==> src/rtl/adc_ctrl_defines.svh <==
// constants of the converter format, timing and flag control block
// assumes a 32-bit apb slave with byte addresses and one word per register
// Function
// - conversion clock is bus clock over 2(divide+1)
// - divider writable only when disabled or special access
// - justify and resolution writable under same gating
// - unsigned results, left or right justified
// - resolution codes 000/010/100 give 8/10/12 bits
// - start with reserved resolution: error flag, halt
// - flags clear on write one, never set
// - flags cleared while disabled or soft reset
// - flag select field sets chosen done flag
// - end-of-list command sets bit zero flag
// - setting an already set flag raises overrun
// - channel codes 0/1/2 are references, 3-7 reserved
// - codes 8-15 internal sources, top bit reserved
// - codes 01xxxx select external analog inputs
`ifndef ADC_CTRL_DEFINES_SVH
`define ADC_CTRL_DEFINES_SVH

// register byte addresses
`define ADDR_DIVIDER      12'h000
`define ADDR_FORMAT       12'h004
`define ADDR_FLAGS        12'h00C
`define ADDR_CONTROL      12'h010
`define ADDR_CHANNEL      12'h014
`define ADDR_IRQ_STATUS   12'h018
`define ADDR_IRQ_CLEAR    12'h01C
`define ADDR_IRQ_ENABLE   12'h020

// field positions
`define FMT_JUSTIFY_BIT   7
`define CTRL_ENABLE_BIT   0
`define CTRL_SPECIAL_BIT  1
`define CTRL_SRST_BIT     2
`define CTRL_ERR_BIT      8
`define CTRL_OVR_BIT      9
`define CTRL_RUN_BIT      10
`define CTRL_HALT_BIT     11
`define FMT_RES_MSB       2
`define CHAN_MSB          5
`define IRQ_MSB           3
`define FLAG_MSB          15
`define FLAG_EOL_BIT      0
`define FLAG_SEL_NONE     4'h0

// resolution encodings
`define RES_8BIT          3'h0
`define RES_10BIT         3'h2
`define RES_12BIT         3'h4

// command type marking the end of a list
`define CMD_TYPE_EOL      2'h1

// interrupt status bits
`define IRQ_EOL_BIT       0
`define IRQ_DONE_BIT      1
`define IRQ_OVR_BIT       2
`define IRQ_ERR_BIT       3

// reset values
`define RST_DIVIDER       7'h00
`define RST_RES           3'h0
`define RST_FLAGS         16'h0000

`endif

==> src/rtl/adc_ctrl_pkg.sv <==
// types shared by the converter control block and its helpers
// assumes the constants header is included where numbers are needed
package adc_ctrl_pkg;

	// converter sequencing state
	typedef enum logic [1:0] {
		ST_IDLE,
		ST_RUN,
		ST_HALTED
	} conv_state_e;

	// what an analog channel code points at
	typedef enum logic [2:0] {
		CH_REF_LOW,
		CH_REF_HIGH,
		CH_REF_MID,
		CH_INTERNAL,
		CH_EXTERNAL,
		CH_RESERVED
	} chan_kind_e;

	// a finished command handed in by the sequencer
	typedef struct packed {
		logic        done;
		logic [3:0]  flag_sel;
		logic [1:0]  cmd_type;
		logic [11:0] raw;
	} cmd_result_s;

	// decoded channel
	typedef struct packed {
		chan_kind_e kind;
		logic [3:0] index;
	} chan_dec_s;

endpackage

==> src/rtl/adc_format_timing_flags.sv <==
// converter format, timing and flag control with an apb register slave
// assumes the command sequencer runs on clk and pulses result.done once
// per stored result; apb master follows the usual setup/access phases
// and that the divider and channel decoder share its clock and reset
`include "adc_ctrl_defines.svh"
`timescale 1ns/10ps
`default_nettype none
module adc_format_timing_flags
	import adc_ctrl_pkg::*;
#(
	parameter int DIV_W   = 7,
	parameter int NUM_EXT = 16
) (
	input  wire logic         clk,
	input  wire logic         rstn,
	// apb slave
	input  wire logic [11:0]  paddr,
	input  wire logic         psel,
	input  wire logic         penable,
	input  wire logic         pwrite,
	input  wire logic [31:0]  pwdata,
	output logic [31:0]       prdata,
	output logic              pready,
	output logic              pslverr,
	// sequencer side
	input  wire logic         conv_start,
	input  wire cmd_result_s  result,
	output logic [15:0]       result_word,
	output logic              result_valid,
	output logic              converter_running,
	output logic              conv_clk,
	output chan_dec_s         channel,
	output logic              irq
);

	// all state of the block outside the divider and channel decoder; one struct so every flop here resets and updates
	// in one place, at the cost of a wide register that synthesis splits up
	typedef struct packed {
		logic [DIV_W-1:0] divide;     // clock_divide_value
		logic             justify;    // result_justify_right
		logic [2:0]       res;        // result_resolution_select
		logic             enable;     // converter enable
		logic             special;    // special_mode_write_access
		logic             srst;       // converter_soft_reset
		logic [5:0]       chan;       // input_channel_select
		logic [15:0]      flags;      // list_end_flag and per_command_done_flags
		logic             overrun;    // done_flag_overrun
		logic             cmd_err;    // command_error_flag
		conv_state_e      st;         // sequencing state
		logic [3:0]       irq_stat;   // sticky interrupt status
		logic [3:0]       irq_en;     // interrupt enables
		logic             irq;        // registered interrupt line
		logic [31:0]      prdata;     // read data
		logic             pready;     // access phase answer
		logic             pslverr;    // unmapped address answer
		logic [15:0]      result;     // formatted result
		logic             rvalid;     // result strobe
		logic             running;    // list in progress, drives the pin
	} regs_s;

	// q holds the flops, d the value they take at the next edge
	regs_s q, d;

	// a setting is open to writes while disabled or in special access;
	// the gate looks at the stored control bits, so a control write only
	// opens or closes it for the transfers that follow
	function automatic logic unlocked(input regs_s s);
		return !s.enable || s.special;
	endfunction

	// resolution code is one of the three legal ones; every other code,
	// including every odd code and the codes 110 and 111, is reserved
	function automatic logic res_legal(input logic [2:0] r);
		return (r == `RES_8BIT) || (r == `RES_10BIT) || (r == `RES_12BIT);
	endfunction

	// address hits a mapped register; anything else answers with an error
	// and leaves the state alone
	function automatic logic mapped(input logic [11:0] a);
		logic hit;
		hit = 1'b0;
		if (a == `ADDR_DIVIDER) begin
			hit = 1'b1;
		end else if (a == `ADDR_FORMAT) begin
			hit = 1'b1;
		end else if (a == `ADDR_FLAGS) begin
			hit = 1'b1;
		end else if (a == `ADDR_CONTROL) begin
			hit = 1'b1;
		end else if (a == `ADDR_CHANNEL) begin
			hit = 1'b1;
		end else if (a == `ADDR_IRQ_STATUS) begin
			hit = 1'b1;
		end else if (a == `ADDR_IRQ_CLEAR) begin
			hit = 1'b1;
		end else if (a == `ADDR_IRQ_ENABLE) begin
			hit = 1'b1;
		end
		return hit;
	endfunction

	// read word for an address; write-only clear register reads zero
	// unused bits of every register read zero
	function automatic logic [31:0] read_word(input regs_s s, input logic [11:0] a);
		logic [31:0] w;
		w = 32'h0000_0000;
		if (a == `ADDR_DIVIDER) begin
			// divider reads back the stored value even while locked
			w[DIV_W-1:0] = s.divide;
		end else if (a == `ADDR_FORMAT) begin
			w[`FMT_JUSTIFY_BIT]   = s.justify;
			w[`FMT_RES_MSB:0]     = s.res;
		end else if (a == `ADDR_FLAGS) begin
			w[`FLAG_MSB:0] = s.flags;
		end else if (a == `ADDR_CONTROL) begin
			// low bits are writable, the upper status bits are read-only
			w[`CTRL_ENABLE_BIT]  = s.enable;
			w[`CTRL_SPECIAL_BIT] = s.special;
			w[`CTRL_SRST_BIT]    = s.srst;
			w[`CTRL_ERR_BIT]     = s.cmd_err;
			w[`CTRL_OVR_BIT]     = s.overrun;
			w[`CTRL_RUN_BIT]     = (s.st == ST_RUN);
			w[`CTRL_HALT_BIT]    = (s.st == ST_HALTED);
		end else if (a == `ADDR_CHANNEL) begin
			w[`CHAN_MSB:0] = s.chan;
		end else if (a == `ADDR_IRQ_STATUS) begin
			w[`IRQ_MSB:0] = s.irq_stat;
		end else if (a == `ADDR_IRQ_ENABLE) begin
			w[`IRQ_MSB:0] = s.irq_en;
		end
		return w;
	endfunction

	// unsigned result placement; raw sample is msb aligned at 12 bits
	// right justified: the kept bits sit at the bottom of the word
	// left justified: the kept bits sit at the top, low bits read zero
	// a reserved resolution written under special access mid-list takes the twelve-bit branch
	function automatic logic [15:0] format_result(input logic [11:0] raw,
		input logic [2:0] res, input logic rj);
		logic [11:0] v;
		logic [15:0] w;
		v = raw;
		w = 16'h0000;
		if (res == `RES_8BIT) begin
			v = {raw[11:4], 4'h0};
			w = {8'h00, raw[11:4]};
		end else if (res == `RES_10BIT) begin
			v = {raw[11:2], 2'h0};
			w = {6'h00, raw[11:2]};
		end else begin
			// twelve bits keep the full sample
			w = {4'h0, raw};
		end
		if (!rj) begin
			w = {v, 4'h0};
		end
		return w;
	endfunction

	// per-cycle helpers, all but presc_run given a value at the top of the process
	logic             wr_access;  // write taken at this edge
	logic             setup;      // setup phase of any transfer
	logic [15:0]      set_mask;   // flags being set this cycle
	logic [15:0]      clr_mask;   // flags being cleared by software
	logic [3:0]       irq_set;    // events for the interrupt status
	logic             flag_wipe;  // disable or soft reset clears flags
	logic             presc_run;  // conversion clock allowed to run

	// next state of the registers and the sequencing
	always_comb begin
		// start from the held state; every branch below only overrides
		d          = q;
		setup      = psel && !penable;
		// a write lands at the edge that ends its access cycle
		wr_access  = psel && penable && q.pready && pwrite && !q.pslverr;
		set_mask   = 16'h0000;
		clr_mask   = 16'h0000;
		irq_set    = 4'h0;
		flag_wipe  = !q.enable || q.srst;
		// the result strobe is a single cycle unless renewed below
		d.rvalid   = 1'b0;

		// zero wait state answer: prepared in setup, given in access;
		// read data is captured in setup so it stands still for the whole
		// access cycle even if a result or flag changes meanwhile
		d.pready  = setup;
		d.pslverr = setup && !mapped(paddr);
		if (setup && !pwrite) begin
			d.prdata = read_word(q, paddr);
		end else if (setup) begin
			d.prdata = 32'h0000_0000;
		end

		// register writes; gated settings drop a locked write silently
		// an unmapped write is dropped because pslverr blocks wr_access
		if (wr_access) begin
			if (paddr == `ADDR_DIVIDER) begin
				if (unlocked(q)) begin
					d.divide = pwdata[DIV_W-1:0];
				end
			end else if (paddr == `ADDR_FORMAT) begin
				if (unlocked(q)) begin
					d.justify = pwdata[`FMT_JUSTIFY_BIT];
					d.res     = pwdata[`FMT_RES_MSB:0];
				end
			end else if (paddr == `ADDR_FLAGS) begin
				clr_mask = pwdata[`FLAG_MSB:0];
			end else if (paddr == `ADDR_CONTROL) begin
				// soft reset is a level: it holds the flags clear until
				// software lowers it again; status bits ignore writes
				d.enable  = pwdata[`CTRL_ENABLE_BIT];
				d.special = pwdata[`CTRL_SPECIAL_BIT];
				d.srst    = pwdata[`CTRL_SRST_BIT];
			end else if (paddr == `ADDR_CHANNEL) begin
				d.chan = pwdata[`CHAN_MSB:0];
			end else if (paddr == `ADDR_IRQ_CLEAR) begin
				// write-only: a one clears that status bit, a zero leaves it
				d.irq_stat = q.irq_stat & ~pwdata[`IRQ_MSB:0];
			end else if (paddr == `ADDR_IRQ_ENABLE) begin
				d.irq_en = pwdata[`IRQ_MSB:0];
			end
		end

		// sequencing; a start is taken only when idle, and a done strobe is
		// only looked at while a list runs, so stray strobes are harmless
		case (q.st)
			ST_IDLE: begin
				// soft reset held high also blocks a start
				if (conv_start && q.enable && !q.srst) begin
					if (res_legal(q.res)) begin
						d.st = ST_RUN;
					end else begin
						// reserved resolution: refuse the start, park until cleared
						d.cmd_err = 1'b1;
						d.st      = ST_HALTED;
						irq_set[`IRQ_ERR_BIT] = 1'b1;
					end
				end
			end
			ST_RUN: begin
				// a stored result is reported one cycle after its done strobe
				if (result.done) begin
					d.result = format_result(result.raw, q.res, q.justify);
					d.rvalid = 1'b1;
					// flag select zero asks for no per-command flag
					if (result.flag_sel != `FLAG_SEL_NONE) begin
						set_mask[result.flag_sel] = 1'b1;
						irq_set[`IRQ_DONE_BIT]   = 1'b1;
					end
					if (result.cmd_type == `CMD_TYPE_EOL) begin
						set_mask[`FLAG_EOL_BIT] = 1'b1;
						irq_set[`IRQ_EOL_BIT] = 1'b1;
						d.st = ST_IDLE;
					end
				end
			end
			ST_HALTED: begin
				// all operation stopped until disabled or soft reset
				// only the wipe below can leave this state
				d.st = ST_HALTED;
			end
			default: begin
				d.st = ST_IDLE;
			end
		endcase

		// a flag set again while still set is an overrun
		// overrun stays set until disable or soft reset, like the error flag
		if ((set_mask & q.flags) != 16'h0000) begin
			d.overrun = 1'b1;
			irq_set[`IRQ_OVR_BIT] = 1'b1;
		end

		// set wins over a software clear in the same cycle
		// so a result landing during a clear is never lost
		d.flags = (q.flags & ~clr_mask) | set_mask;

		// disable and soft reset clear the flags, overrun and error flag
		// placed last so a wipe beats a set arriving in the same cycle
		// disable also aborts a running list and releases a halt
		if (flag_wipe) begin
			d.flags   = `RST_FLAGS;
			d.overrun = 1'b0;
			d.cmd_err = 1'b0;
			d.st      = ST_IDLE;
		end

		// sticky interrupt status, set wins over clear
		// a wipe leaves the status alone; only software clears it
		d.irq_stat = d.irq_stat | irq_set;
		d.irq      = |(d.irq_stat & d.irq_en);

		// running flag kept in a flop so the pin has no decode behind it
		d.running  = (d.st == ST_RUN);
	end

	// register the whole state
	// reset values come from the constants header so bench and logic agree
	always_ff @(posedge clk or negedge rstn) begin
		if (!rstn) begin
			q        <= '0;
			q.divide <= `RST_DIVIDER;
			q.res    <= `RST_RES;
			q.flags  <= `RST_FLAGS;
			q.st     <= ST_IDLE;
		end else begin
			q <= d;
		end
	end

	// divider only runs while a list is being converted; stopping it
	// parks the divided clock low so the next list starts from a known phase
	assign presc_run = q.running;

	// conversion clock
	// divide may change mid-list under special access; lowering it below
	// the running count stretches one half period
	conv_clock_prescaler #(
		.DIV_W (DIV_W)
	) u_presc (
		.clk      (clk),
		.rstn     (rstn),
		.run      (presc_run),
		.divide   (q.divide),
		.conv_clk (conv_clk)
	);

	// channel select decode
	// decode is registered, so channel follows the register one cycle late
	// external inputs beyond NUM_EXT decode as reserved
	channel_decoder #(
		.NUM_EXT (NUM_EXT)
	) u_chan (
		.clk  (clk),
		.rstn (rstn),
		.code (q.chan),
		.dec  (channel)
	);

	// outputs straight from the state flops
	// every pin below is a flop of the state struct or of a helper
	assign prdata            = q.prdata;
	assign pready            = q.pready;
	assign pslverr           = q.pslverr;
	assign result_word       = q.result;
	assign result_valid      = q.rvalid;
	assign converter_running = q.running;
	assign irq               = q.irq;

endmodule
`default_nettype wire

==> src/rtl/channel_decoder.sv <==
// analog input channel select decoder, registered result
// assumes the channel code comes from logic on the same clock
`timescale 1ns/10ps
`default_nettype none
module channel_decoder
	import adc_ctrl_pkg::*;
#(
	parameter int NUM_EXT = 16
) (
	input  wire logic       clk,
	input  wire logic       rstn,
	input  wire logic [5:0] code,
	output chan_dec_s       dec
);

	chan_dec_s q, d;

	// decode by the upper bits first
	always_comb begin
		d.kind  = CH_RESERVED;
		d.index = code[3:0];
		if (code[5]) begin
			d.kind = CH_RESERVED;
		end else if (code[4]) begin
			// external inputs beyond those fitted are reserved
			if (32'(code[3:0]) < NUM_EXT) begin
				d.kind = CH_EXTERNAL;
			end
		end else if (code[3]) begin
			d.kind  = CH_INTERNAL;
			d.index = {1'b0, code[2:0]};
		end else if (code[2:0] == 3'h0) begin
			d.kind = CH_REF_LOW;
		end else if (code[2:0] == 3'h1) begin
			d.kind = CH_REF_HIGH;
		end else if (code[2:0] == 3'h2) begin
			d.kind = CH_REF_MID;
		end
	end

	// register the decode
	always_ff @(posedge clk or negedge rstn) begin
		if (!rstn) begin
			q <= '{kind: CH_REF_LOW, index: 4'h0};
		end else begin
			q <= d;
		end
	end

	assign dec = q;

endmodule
`default_nettype wire

==> src/rtl/conv_clock_prescaler.sv <==
// conversion clock divider: bus clock over 2*(divide+1)
// assumes divide is stable while run is high
`timescale 1ns/10ps
`default_nettype none
module conv_clock_prescaler
	import adc_ctrl_pkg::*;
#(
	parameter int DIV_W = 7
) (
	input  wire logic             clk,
	input  wire logic             rstn,
	input  wire logic             run,
	input  wire logic [DIV_W-1:0] divide,
	output logic                  conv_clk
);

	// all state of the divider
	typedef struct packed {
		logic [DIV_W-1:0] count;  // cycles in the current half period
		logic             level;  // divided clock level
	} presc_s;

	presc_s q, d;

	// toggle every divide+1 cycles, giving a full period of 2*(divide+1)
	always_comb begin
		d = q;
		if (!run) begin
			d.count = '0;
			d.level = 1'b0;
		end else if (q.count == divide) begin
			d.count = '0;
			d.level = ~q.level;
		end else begin
			d.count = q.count + 1'b1;
		end
	end

	// register the state
	always_ff @(posedge clk or negedge rstn) begin
		if (!rstn) begin
			q <= '0;
		end else begin
			q <= d;
		end
	end

	assign conv_clk = q.level;

endmodule
`default_nettype wire
==> config.mk <==
export PLATFORM = sky130hd
export DESIGN_NAME = adc_format_timing_flags
export DESIGN_NICKNAME = d
export VERILOG_FILES = /design/src/rtl/adc_ctrl_pkg.sv /design/src/rtl/adc_format_timing_flags.sv /design/src/rtl/channel_decoder.sv /design/src/rtl/conv_clock_prescaler.sv
export VERILOG_INCLUDE_DIRS = /design/src /design/src/rtl
export SDC_FILE = /design/constraint.sdc
export NUM_CORES = 1
export LEC_CHECK = 0
export ABC_AREA = 1
export BUFFER_PORTS_ARGS = -buffer_cell sky130_fd_sc_hd__buf_2
export CAP_MARGIN = 15
export CORE_UTILIZATION = 40
export DETAILED_ROUTE_END_ITERATION = 7
export MAX_ROUTING_LAYER = met4
export SETUP_SLACK_MARGIN = 0.15
export SLEW_MARGIN = 15
export SYNTH_ARGS = -nofsm -noshare
export SYNTH_HDL_FRONTEND = slang
export SYNTH_SLANG_ARGS = --single-unit
==> constraint.sdc <==
create_clock -name clk -period 2.6 [get_ports clk]
set_input_delay 0.39 -clock clk [delete_from_list [all_inputs] [get_ports clk]]
set_output_delay 0.39 -clock clk [all_outputs]
set_load 0.01 [all_outputs]
# Word-level counts from Yosys, hierarchy flattened
# Cells that the tools add are included.
[totals]
elab_cells = 176
in_bits = 69
reg_bits = 116
output_inout_bits = 61
[op_classes]
reduce_logical = 37
bitwise = 13
n_eq_ne = 18
addsub = 1
n_lt_le_gt_ge = 2
n_mux = 81
[op_table]
columns = ["operator", "count"]
rows = [
  ["$mux W16", 8],
  ["$mux W32", 2],
  ["$mux W8", 8],
  ["$mux W4", 13],
  ["$eq A12 B5 Y1 const B", 4],
  ["$and A16 B16 Y16", 2],
  ["$mux W3", 10],
  ["$mux W12", 2],
  ["$mux W1", 23],
  ["$mux W20", 1],
  ["$mux W2", 8],
  ["$not A16 Y16", 1],
  ["$or A16 B16 Y16", 1],
  ["$reduce_bool A16 Y1", 1],
  ["$mux W7", 2],
  ["$eq A12 B3 Y1 const B", 1],
  ["$eq A12 B4 Y1 const B", 1],
  ["$eq A12 B6 Y1 const B", 1],
  ["$logic_not A12 Y1", 1],
  ["$logic_and A1 B1 Y1", 10],
  ["$mux W9", 1],
  ["$and A4 B4 Y4", 2],
  ["$reduce_bool A2 Y1", 4],
  ["$add A7 B1 Y7 const B", 1],
  ["other kinds (27)", 44],
]

# Logic depth before layout (Yosys ltp)
# Gate-level depths: netlist of run 1.
[depth]
ltp_word = 14
depth_mapped = 12
ltp_nobuf = 12

# Modules after synthesis
# From an unflattened synthesis of run 1, not the netlist that was laid out.
[hier_totals]
hier_cells = 726
area_unflattened_um2 = 5710.5
[modules_own_cells]
columns = ["module", "area_each_um2", "seq_area_each_um2", "n_inst", "cells_each"]
rows = [
  ["adc_format_timing_flags", 4947.2, 2127.0, 1, 632],
  ["conv_clock_prescaler", 511.7, 200.2, 1, 68],
  ["channel_decoder", 251.5, 175.2, 1, 26],
]

# Least setup slack after synthesis of run 1
# OpenSTA, ideal clock, no wires.
[synth_path]
kind = "input port to flip-flop"
from = "input paddr[11]"
to = "register q, in the netlist irq"
path_buffers = 1
arrival_time_ns = 1.369
setup_time_ns = 0.124
path_stages = 10
setup_slack_ns = 1.107
required_ns = 2.476
cell_sequence = "nor2_1 nand2_1 inv_2 buf_4 nand3_1 nor2_2 nand2_1 o21a_1 nand2_1 nand3_1"
[synth_rtl]
columns = ["item", "line_no", "rtl"]
rows = [
  ["from (decl)", "adc_format_timing_flags.sv:17", "input wire logic [11:0] paddr,"],
  ["to (decl)", "adc_format_timing_flags.sv:62", "regs_s q, d;"],
]

# Final worst setup path of run 1
[layout_path]
from = "register q, in the netlist pslverr"
to = "register q[86] (netlist bit)"
[layout_between]
elab_chain_len = 3
[layout_lines]
columns = ["item", "line_no", "rtl"]
rows = [
  ["$logic_not A1 Y1", "adc_format_timing_flags.sv:175", "wr_access = psel && penable && q.pready && pwrite && !q.pslverr;"],
  ["$logic_and A1 B1 Y1", "adc_format_timing_flags.sv:175", ""],
  ["$reduce_and A6 Y1 (no source line)", "-", ""],
]
# Every way passes these cells.
# A chain may end at the register's enable or synchronous reset.

==> flow_summary.yaml, run 1 <==
clock_tree:
  htreeDepth: 3
  clock_latency_ns: 0.35
  clkTransAtPathRegs_ns: 0.06
  cts_sinks: 100
  tritoncts: "yes"
  ctsResizeCount: 0
  cts_buffers: 9
  root_buffer: "clkbuf_16"
  post_cts_buffers: 0
  clockBufferDepth: 2
  cts_hold_repair.buffers: 0
placement:
  place_congestion: 0.9097
  port_buffers: 97
  dp_slack_ns: 0.4352
  hpwl_um: 10820
logic_synthesis:
  synth_enable_flop_cells: 0
  synth.avg_cell_area_um2: 7.892
  yosysWarnings: 0
  ys_seq_elements: 100
  synthSimpleGateAreaFrac: 0.2527
  synth-compound-area-share: 0.1424
  synth-async-reset-ratio: 1.000
  synth_adder_area_share: 0.002268
  seq_area_frac_synth: 0.4536
  synth.distinct_cells: 43
  ys.flop_type: "dfrtp_1"
  synth_area_um2: 5517
  synth.area.mux_share: 0
  synth_xor_area_frac: 0.01270
  netlist_instances: 699
  synth_top_family_by_area: "simple AND/OR/NAND/NOR gates"
global_routing:
  grt_max_degree: 44
  grt_pass1_wl_um: 23540
  overflow: 0
  grt.total_usage: 0.2188
  grt_pass1_vias: 4725
  antenna_found_initial: 0
critical_path:
  cp.arrival_ns: 2.07
  path_class: "reg2reg"
  cp-end-kind: "flip-flop"
  worstPathRequired_ns: 2.85
  reg2reg_slack_ns: 0.79
  rr_startpoint: "pslverr"
  crit_fanout: 12
  worstSetupStartpointType: "flip-flop"
  worstRegToRegCells: 6
  worstReg2RegEnd: "q[86]"
final_layout:
  final_common_cell: "nand2_1"
  syn_to_final_growth_pct: 12.79
  final_nets: 840
  multi_input_area_um2: 2322
  seq_area_um2: 2502
  final_layout_size_suffix_gt1_frac: 0.1917
  antennaDiodeCount: 0
  layout_common_cells: "160 x nand2_1, 100 x dfrtp_1, 96 x buf_2"
  fillerInstances: 1370
routing:
  highest-signal-layer: "met4"
  firstDrtPassIters: 5
  wl_met3_um: 878
  wl_per_cell_um: 15.12
  vias_per_cell: 5.197
  met2RoutedLength_um: 6731
  drc: 0
  m1WireLength_um: 6274
  ant_nets: 0
  drtIter0Drc: 390
  finalWirelength_um: 14340
  vias: 4927
timing:
  report.final.slew_viol_count: 0
  fin_setup_tns_ns: 0
  tightest_slew_ns: 0.5975
  maxSlewHeadroom: 0.5965
  finalHoldViolCount: 0
  finalCritPeriodShare: 0.6980
  fin_ws_ns: 0.7851
  rsz0062_at_grt: "no"
  layout_min_cycle_time_ns: 1.815
  setup_viol: 0
  fmax_mhz: 551.0
  worst_clock_skew_ns: 0.005158
floorplanning:
  initial_utilization: 0.4133
  die_w_um: 119.4
  io_pins: 130
  die_h_um: 119.4
  die_area_um2: 14260
  rows: 42
  core_um2: 13350
min_path:
  hold_path.class: "in2async"
pwr:
  pwr-share-clk: 0.434
  switchingPower_uw: 722.1
  power_density_nw_per_um2: 511.9
  switching_share: 0.2267
  p_seq_frac: 0.498
  peakVddDrop_mv: 0.3372
  p_leak_uw: 0.003203
  pwr-share-comb: 0.068
  cellInternalPower_uw: 2463
job:
  maxCapViolations: 0
status:
  status: "completed"
## synth_stat cells, types with 7 or more instances
cell type | instances | area share
nand3_1 | 46 | 0.042
inv_1 | 74 | 0.050
nand4_1 | 10 | 0.011
nor2_2 | 8 | 0.0091
buf_4 | 49 | 0.067
nor3_1 | 13 | 0.012
o22ai_1 | 7 | 0.0079
inv_2 | 8 | 0.0054
o21ai_1 | 13 | 0.012
dfrtp_1 | 100 | 0.45
a21oi_1 | 34 | 0.031
o21ai_0 | 44 | 0.040
nand2_1 | 160 | 0.11
o31ai_1 | 7 | 0.0095
nor2_1 | 56 | 0.038
## through the flow
stage / std cells / hold slack [ns] / power [uW] / utilization / area, um^2
floorplan: 714 / 0.09441 / 1726 / - / 5573
global placement: 935 / 0.4402 / 1830 / 0.4441 / 5928
detailed placement: 935 / 0.4388 / 1835 / 0.4441 / 5928
CTS: 948 / 0.06303 / 3228 / 0.4662 / 6222
global route: 948 / 0.09756 / 3307 / 0.4662 / 6222
finish: 948 / 0.04726 / 3185 / 0.4662 / 6222
## state kept, by name (all words and copies together) (netlist names)
signal / cells
u_presc.q: 7
q: 48
pslverr: 1
u_presc.conv_clk: 1
u_chan.dec: 7
result_word: 16
result_valid: 1
converter_running: 1
prdata: 16
pready: 1
irq: 1
## layer usage
| layer | vias up | track usage |
|---|---|---|
| met2 | 167 | 0.3365 |
| met5 | - | - |
| met1 | 2353 | 0.2806 |
| met3 | 28 | 0.03975 |
| li1 | 2379 | - |
| met4 | 0 | 0.1023 |
## power groups by stage
stage	sequential [uW]	combinational, uW	clock (uW)
floorplan	1610	113	0
global placement	1610	215	0
detailed placement	1610	220	0
CTS	1590	219	1420
global route	1590	246	1470
finish	1590	217	1380
## critical path, stage by stage (launching register included)
cell and delay, ns:
dfrtp_1 0.38, nor2_1 0.12, nand3_2 0.16, clkinv_1 0.16, buf_4 0.24, nand4_1 0.36, o21ai_0 0.30
## area by class of cell
type,instances,area share
Sequential cell,100,0.4022
Clock buffer,10,0.03680
Clock inverter,3,0.01046
Tap cell,176,0.03539
Multi-Input combinational cell,469,0.3732
Timing Repair Buffer,106,0.09129
Inverter,84,0.05067
## cells by family after synthesis
group / after synthesis
buffers and inverters: 145
adders and majority gates: 1
xor gates and xnor gates: 8
AOI/OAI and AO/OA: 132
other: 1
and+or+nand+nor: 312
DFF: 100
## worst max-delay path by stage
stage,start,slack (ns),depth (start not counted),to
final,pslverr,0.79,6,q[86]
after global routing,pready,0.58,8,q[84]
after CTS,pslverr,0.77,6,q[86]
after detailed placement,paddr[9],0.44,9,q[68]
after global placement,paddr[11],0.49,9,q[69]
after floorplan,paddr[11],1.11,10,irq
Note: power is estimated with default switching activity, not from simulation.
==> run 2: changes to the inputs <==
- ABC_AREA: 1 -> 0
- PLACE_DENSITY: default -> 0.65
- clock period: 2.6 -> 1.5 ns (I/O delays scaled with it)
==> flow_summary.yaml, run 2 <==
pwr:
  pwr-share-clk: 0.402
  peakVddDrop_mv: 0.6389
  cellInternalPower_uw: 4003
  power_density_nw_per_um2: 692.1
  pwr-share-comb: 0.090
  switching_share: 0.2480
  p_seq_frac: 0.508
  switchingPower_uw: 1320
  finalPower_uw: 5323
  p_leak_uw: 0.003755
final_layout:
  final_layout_size_suffix_gt1_frac: 0.4925
  fin_area_um2: 7691
  layout_common_cells: "99 x dfrtp_1, 97 x buf_4, 94 x buf_2"
  top_register: "q"
  seq_area_um2: 2504
  final_nets: 795
  final_common_cell: "dfrtp_1"
  syn_to_final_growth_pct: 44.91
  multi_input_area_um2: 3014
  largest_reg_flops: 48
  antennaDiodeCount: 0
  fillerInstances: 1041
routing:
  drtIter0Drc: 294
  wl_per_cell_um: 17.35
  finalWirelength_um: 15630
  vias: 4687
  firstDrtPassIters: 6
  ant_nets: 0
  vias_per_cell: 5.202
  drc: 0
job:
  maxCapViolations: 0
floorplanning:
  rows: 41
  io_pins: 130
  die_w_um: 117.2
  core_um2: 12770
  die_area_um2: 13730
  initial_utilization: 0.4155
  die_h_um: 117.2
logic_synthesis:
  yosysWarnings: 0
  seq_area_frac_synth: 0.4715
  netlist_instances: 547
  synth-async-reset-ratio: 1.000
  synth_area_um2: 5308
  ys_seq_elements: 100
  synth_top_area_cell: "dfrtp_1"
  synth_common_cells: "100 x dfrtp_1, 65 x nand2_1, 58 x nor2_1, 48 x buf_4, 29 x o21ai_0"
  synth.avg_cell_area_um2: 9.703
  ys_top_cells_by_area: "dfrtp_1 47%, buf_4 6.8%, mux2_2 5.5%"
  synth.distinct_cells: 64
  ys.flop_type: "dfrtp_1"
  synth_enable_flop_cells: 0
  yosysTopAreaCellShare: 0.4715
  yosysMostFrequentCell: "dfrtp_1"
timing:
  worst_clock_skew_ns: 0.01189
  layout_min_cycle_time_ns: 1.931
  rsz0062_at_grt: "yes"
  finalCritPeriodShare: 1.288
  finalHoldViolCount: 0
  fmax_mhz: 517.8
  report.final.slew_viol_count: 0
  fin_ws_ns: -0.4314
  setup_viol: 43
global_routing:
  grt_pass1_wl_um: 24080
  antenna_found_initial: 0
  grt_pass1_vias: 4638
  overflow: 0
  grt.total_usage: 0.2458
  grt_max_degree: 36
critical_path:
  cp.arrival_ns: 2.17
  worstSetupStartpointType: "flip-flop"
  cp-end-kind: "flip-flop"
  worstPathRequired_ns: 1.73
  worstPathCellList: "nand3b_1, nor3b_2, a32o_1, a31o_1, a2111o_1, a221o_1"
  cp_slowest_stage_delay_ns: 0.43
  cpMaxStageDelayCell: "dfrtp_1"
  crit_fanout: 3
  path_class: "reg2reg"
clock_tree:
  cts_sinks: 100
  clock_latency_ns: 0.36
  clockBufferDepth: 2
  tritoncts: "yes"
  cts_buffers: 9
  htreeDepth: 3
  root_buffer: "clkbuf_16"
  clkTransAtPathRegs_ns: 0.07
min_path:
  hold_path.class: "in2reg"
placement:
  place_congestion: 0.9278
  placed_area_um2: 6585
  port_buffers: 97
  hpwl_um: 11420
status:
  violations: "setup timing"
  status: "finished with violations"
## run 2: cell count changes in the layout (fill, tap and decap cells not counted), moves of 9 or more
cell and change:
a21oi_1 -21, a22oi_2 +10, buf_4 +88, buf_6 +23, inv_1 -66, mux2_4 +19
mux2i_1 +15, nand2_1 -117, nand2_4 +14, nand3_1 -39, nor2_1 -9, o21ai_0 -34
## run 2: path summary, 6_finish.rpt
| kind | from | to | slack [ns] | cells after the start |
|---|---|---|---|---|
| max | q[61] | irq | -0.43 | 6 |
| min | pwdata[7] | q[93] | 0.13 | 2 |
| max reg2reg | q[61] | irq | -0.43 | 6 |
| min reg2reg | result_word[12] | result_word[12] | 0.48 | 2 |
| max in group asynchronous | rstn | q[56] | 0.65 | 3 |
| min in group asynchronous | rstn | q[97] | 0.29 | 2 |
## run 2: through the flow
stage	worst slack [ns]	hold slack [ns]	instances	setup TNS [ns]	utilization
after CTS	-0.4404	0.1250	897	-8.616	0.5769
after global routing	-0.4794	0.1334	901	-11.70	0.6021
after global placement	-0.5384	0.1141	862	-20.23	0.5155
final	-0.4314	0.1322	901	-7.780	0.6021
after detailed placement	-0.5815	0.1186	862	-20.99	0.5155
after floorplan	-0.4790	-0.07059	562	-8.941	-
## run 2: critical path, delay by kind of cell (launching register included)
family	cells	cell delay, ns
and+or+nand+nor	2	0.24
DFF	1	0.43
AOI/OAI and AO/OA	4	1.15
## run 2: kinds of logic (layout without fill, tap and decap cells)
family / count (synthesis) / in the layout / share of synthesized area
AO/OA/AOI/OAI: 112 / 112 / 0.1426
multiplexers: 41 / 41 / 0.08345
buffers and inverters: 82 / 249 / 0.09312
flip-flops: 100 / 100 / 0.4715
adder cells (fa/ha/maj): 1 / 1 / 0.002357
AND/OR/NAND/NOR: 197 / 197 / 0.1848
other: 1 / 16 / 0.0007065
XOR/XNOR: 13 / 13 / 0.02145
## run 2: area by class of cell
type / count / area share
sequential: 100 / 0.3255
multi-input combinational: 380 / 0.3919
timing repair buffer: 224 / 0.2149
clock inverter: 6 / 0.005206
tap: 172 / 0.02798
clock buffer: 9 / 0.02928
inverter: 10 / 0.005206
## run 2: power by group through the flow
stage / clock, uW / sequential [uW] / combinational [uW]
detailed placement: 0 / 2750 / 429
CTS: 2170 / 2700 / 456
finish: 2140 / 2700 / 479
global route: 2270 / 2700 / 519
global placement: 0 / 2750 / 420
floorplan: 0 / 2760 / 167
## run 2: timing repair
item,CTS,global route
hold buffers,1,0
setup endpoints to repair,82,81
cloned,3,0
endpoints found under the hold margin,14,0
buffers inserted,16,4
resized for setup,90,70
pin swaps,58,68
## run 2: metal layers
metal  vias to the layer above  wire length [um]  GRT usage
met5                         -                 0          -
met3                        27               739    0.05664
met1                      2300              6712     0.3011
met2                       127              7786     0.3996
met4                         0               391    0.08439
li1                       2233                 -          -
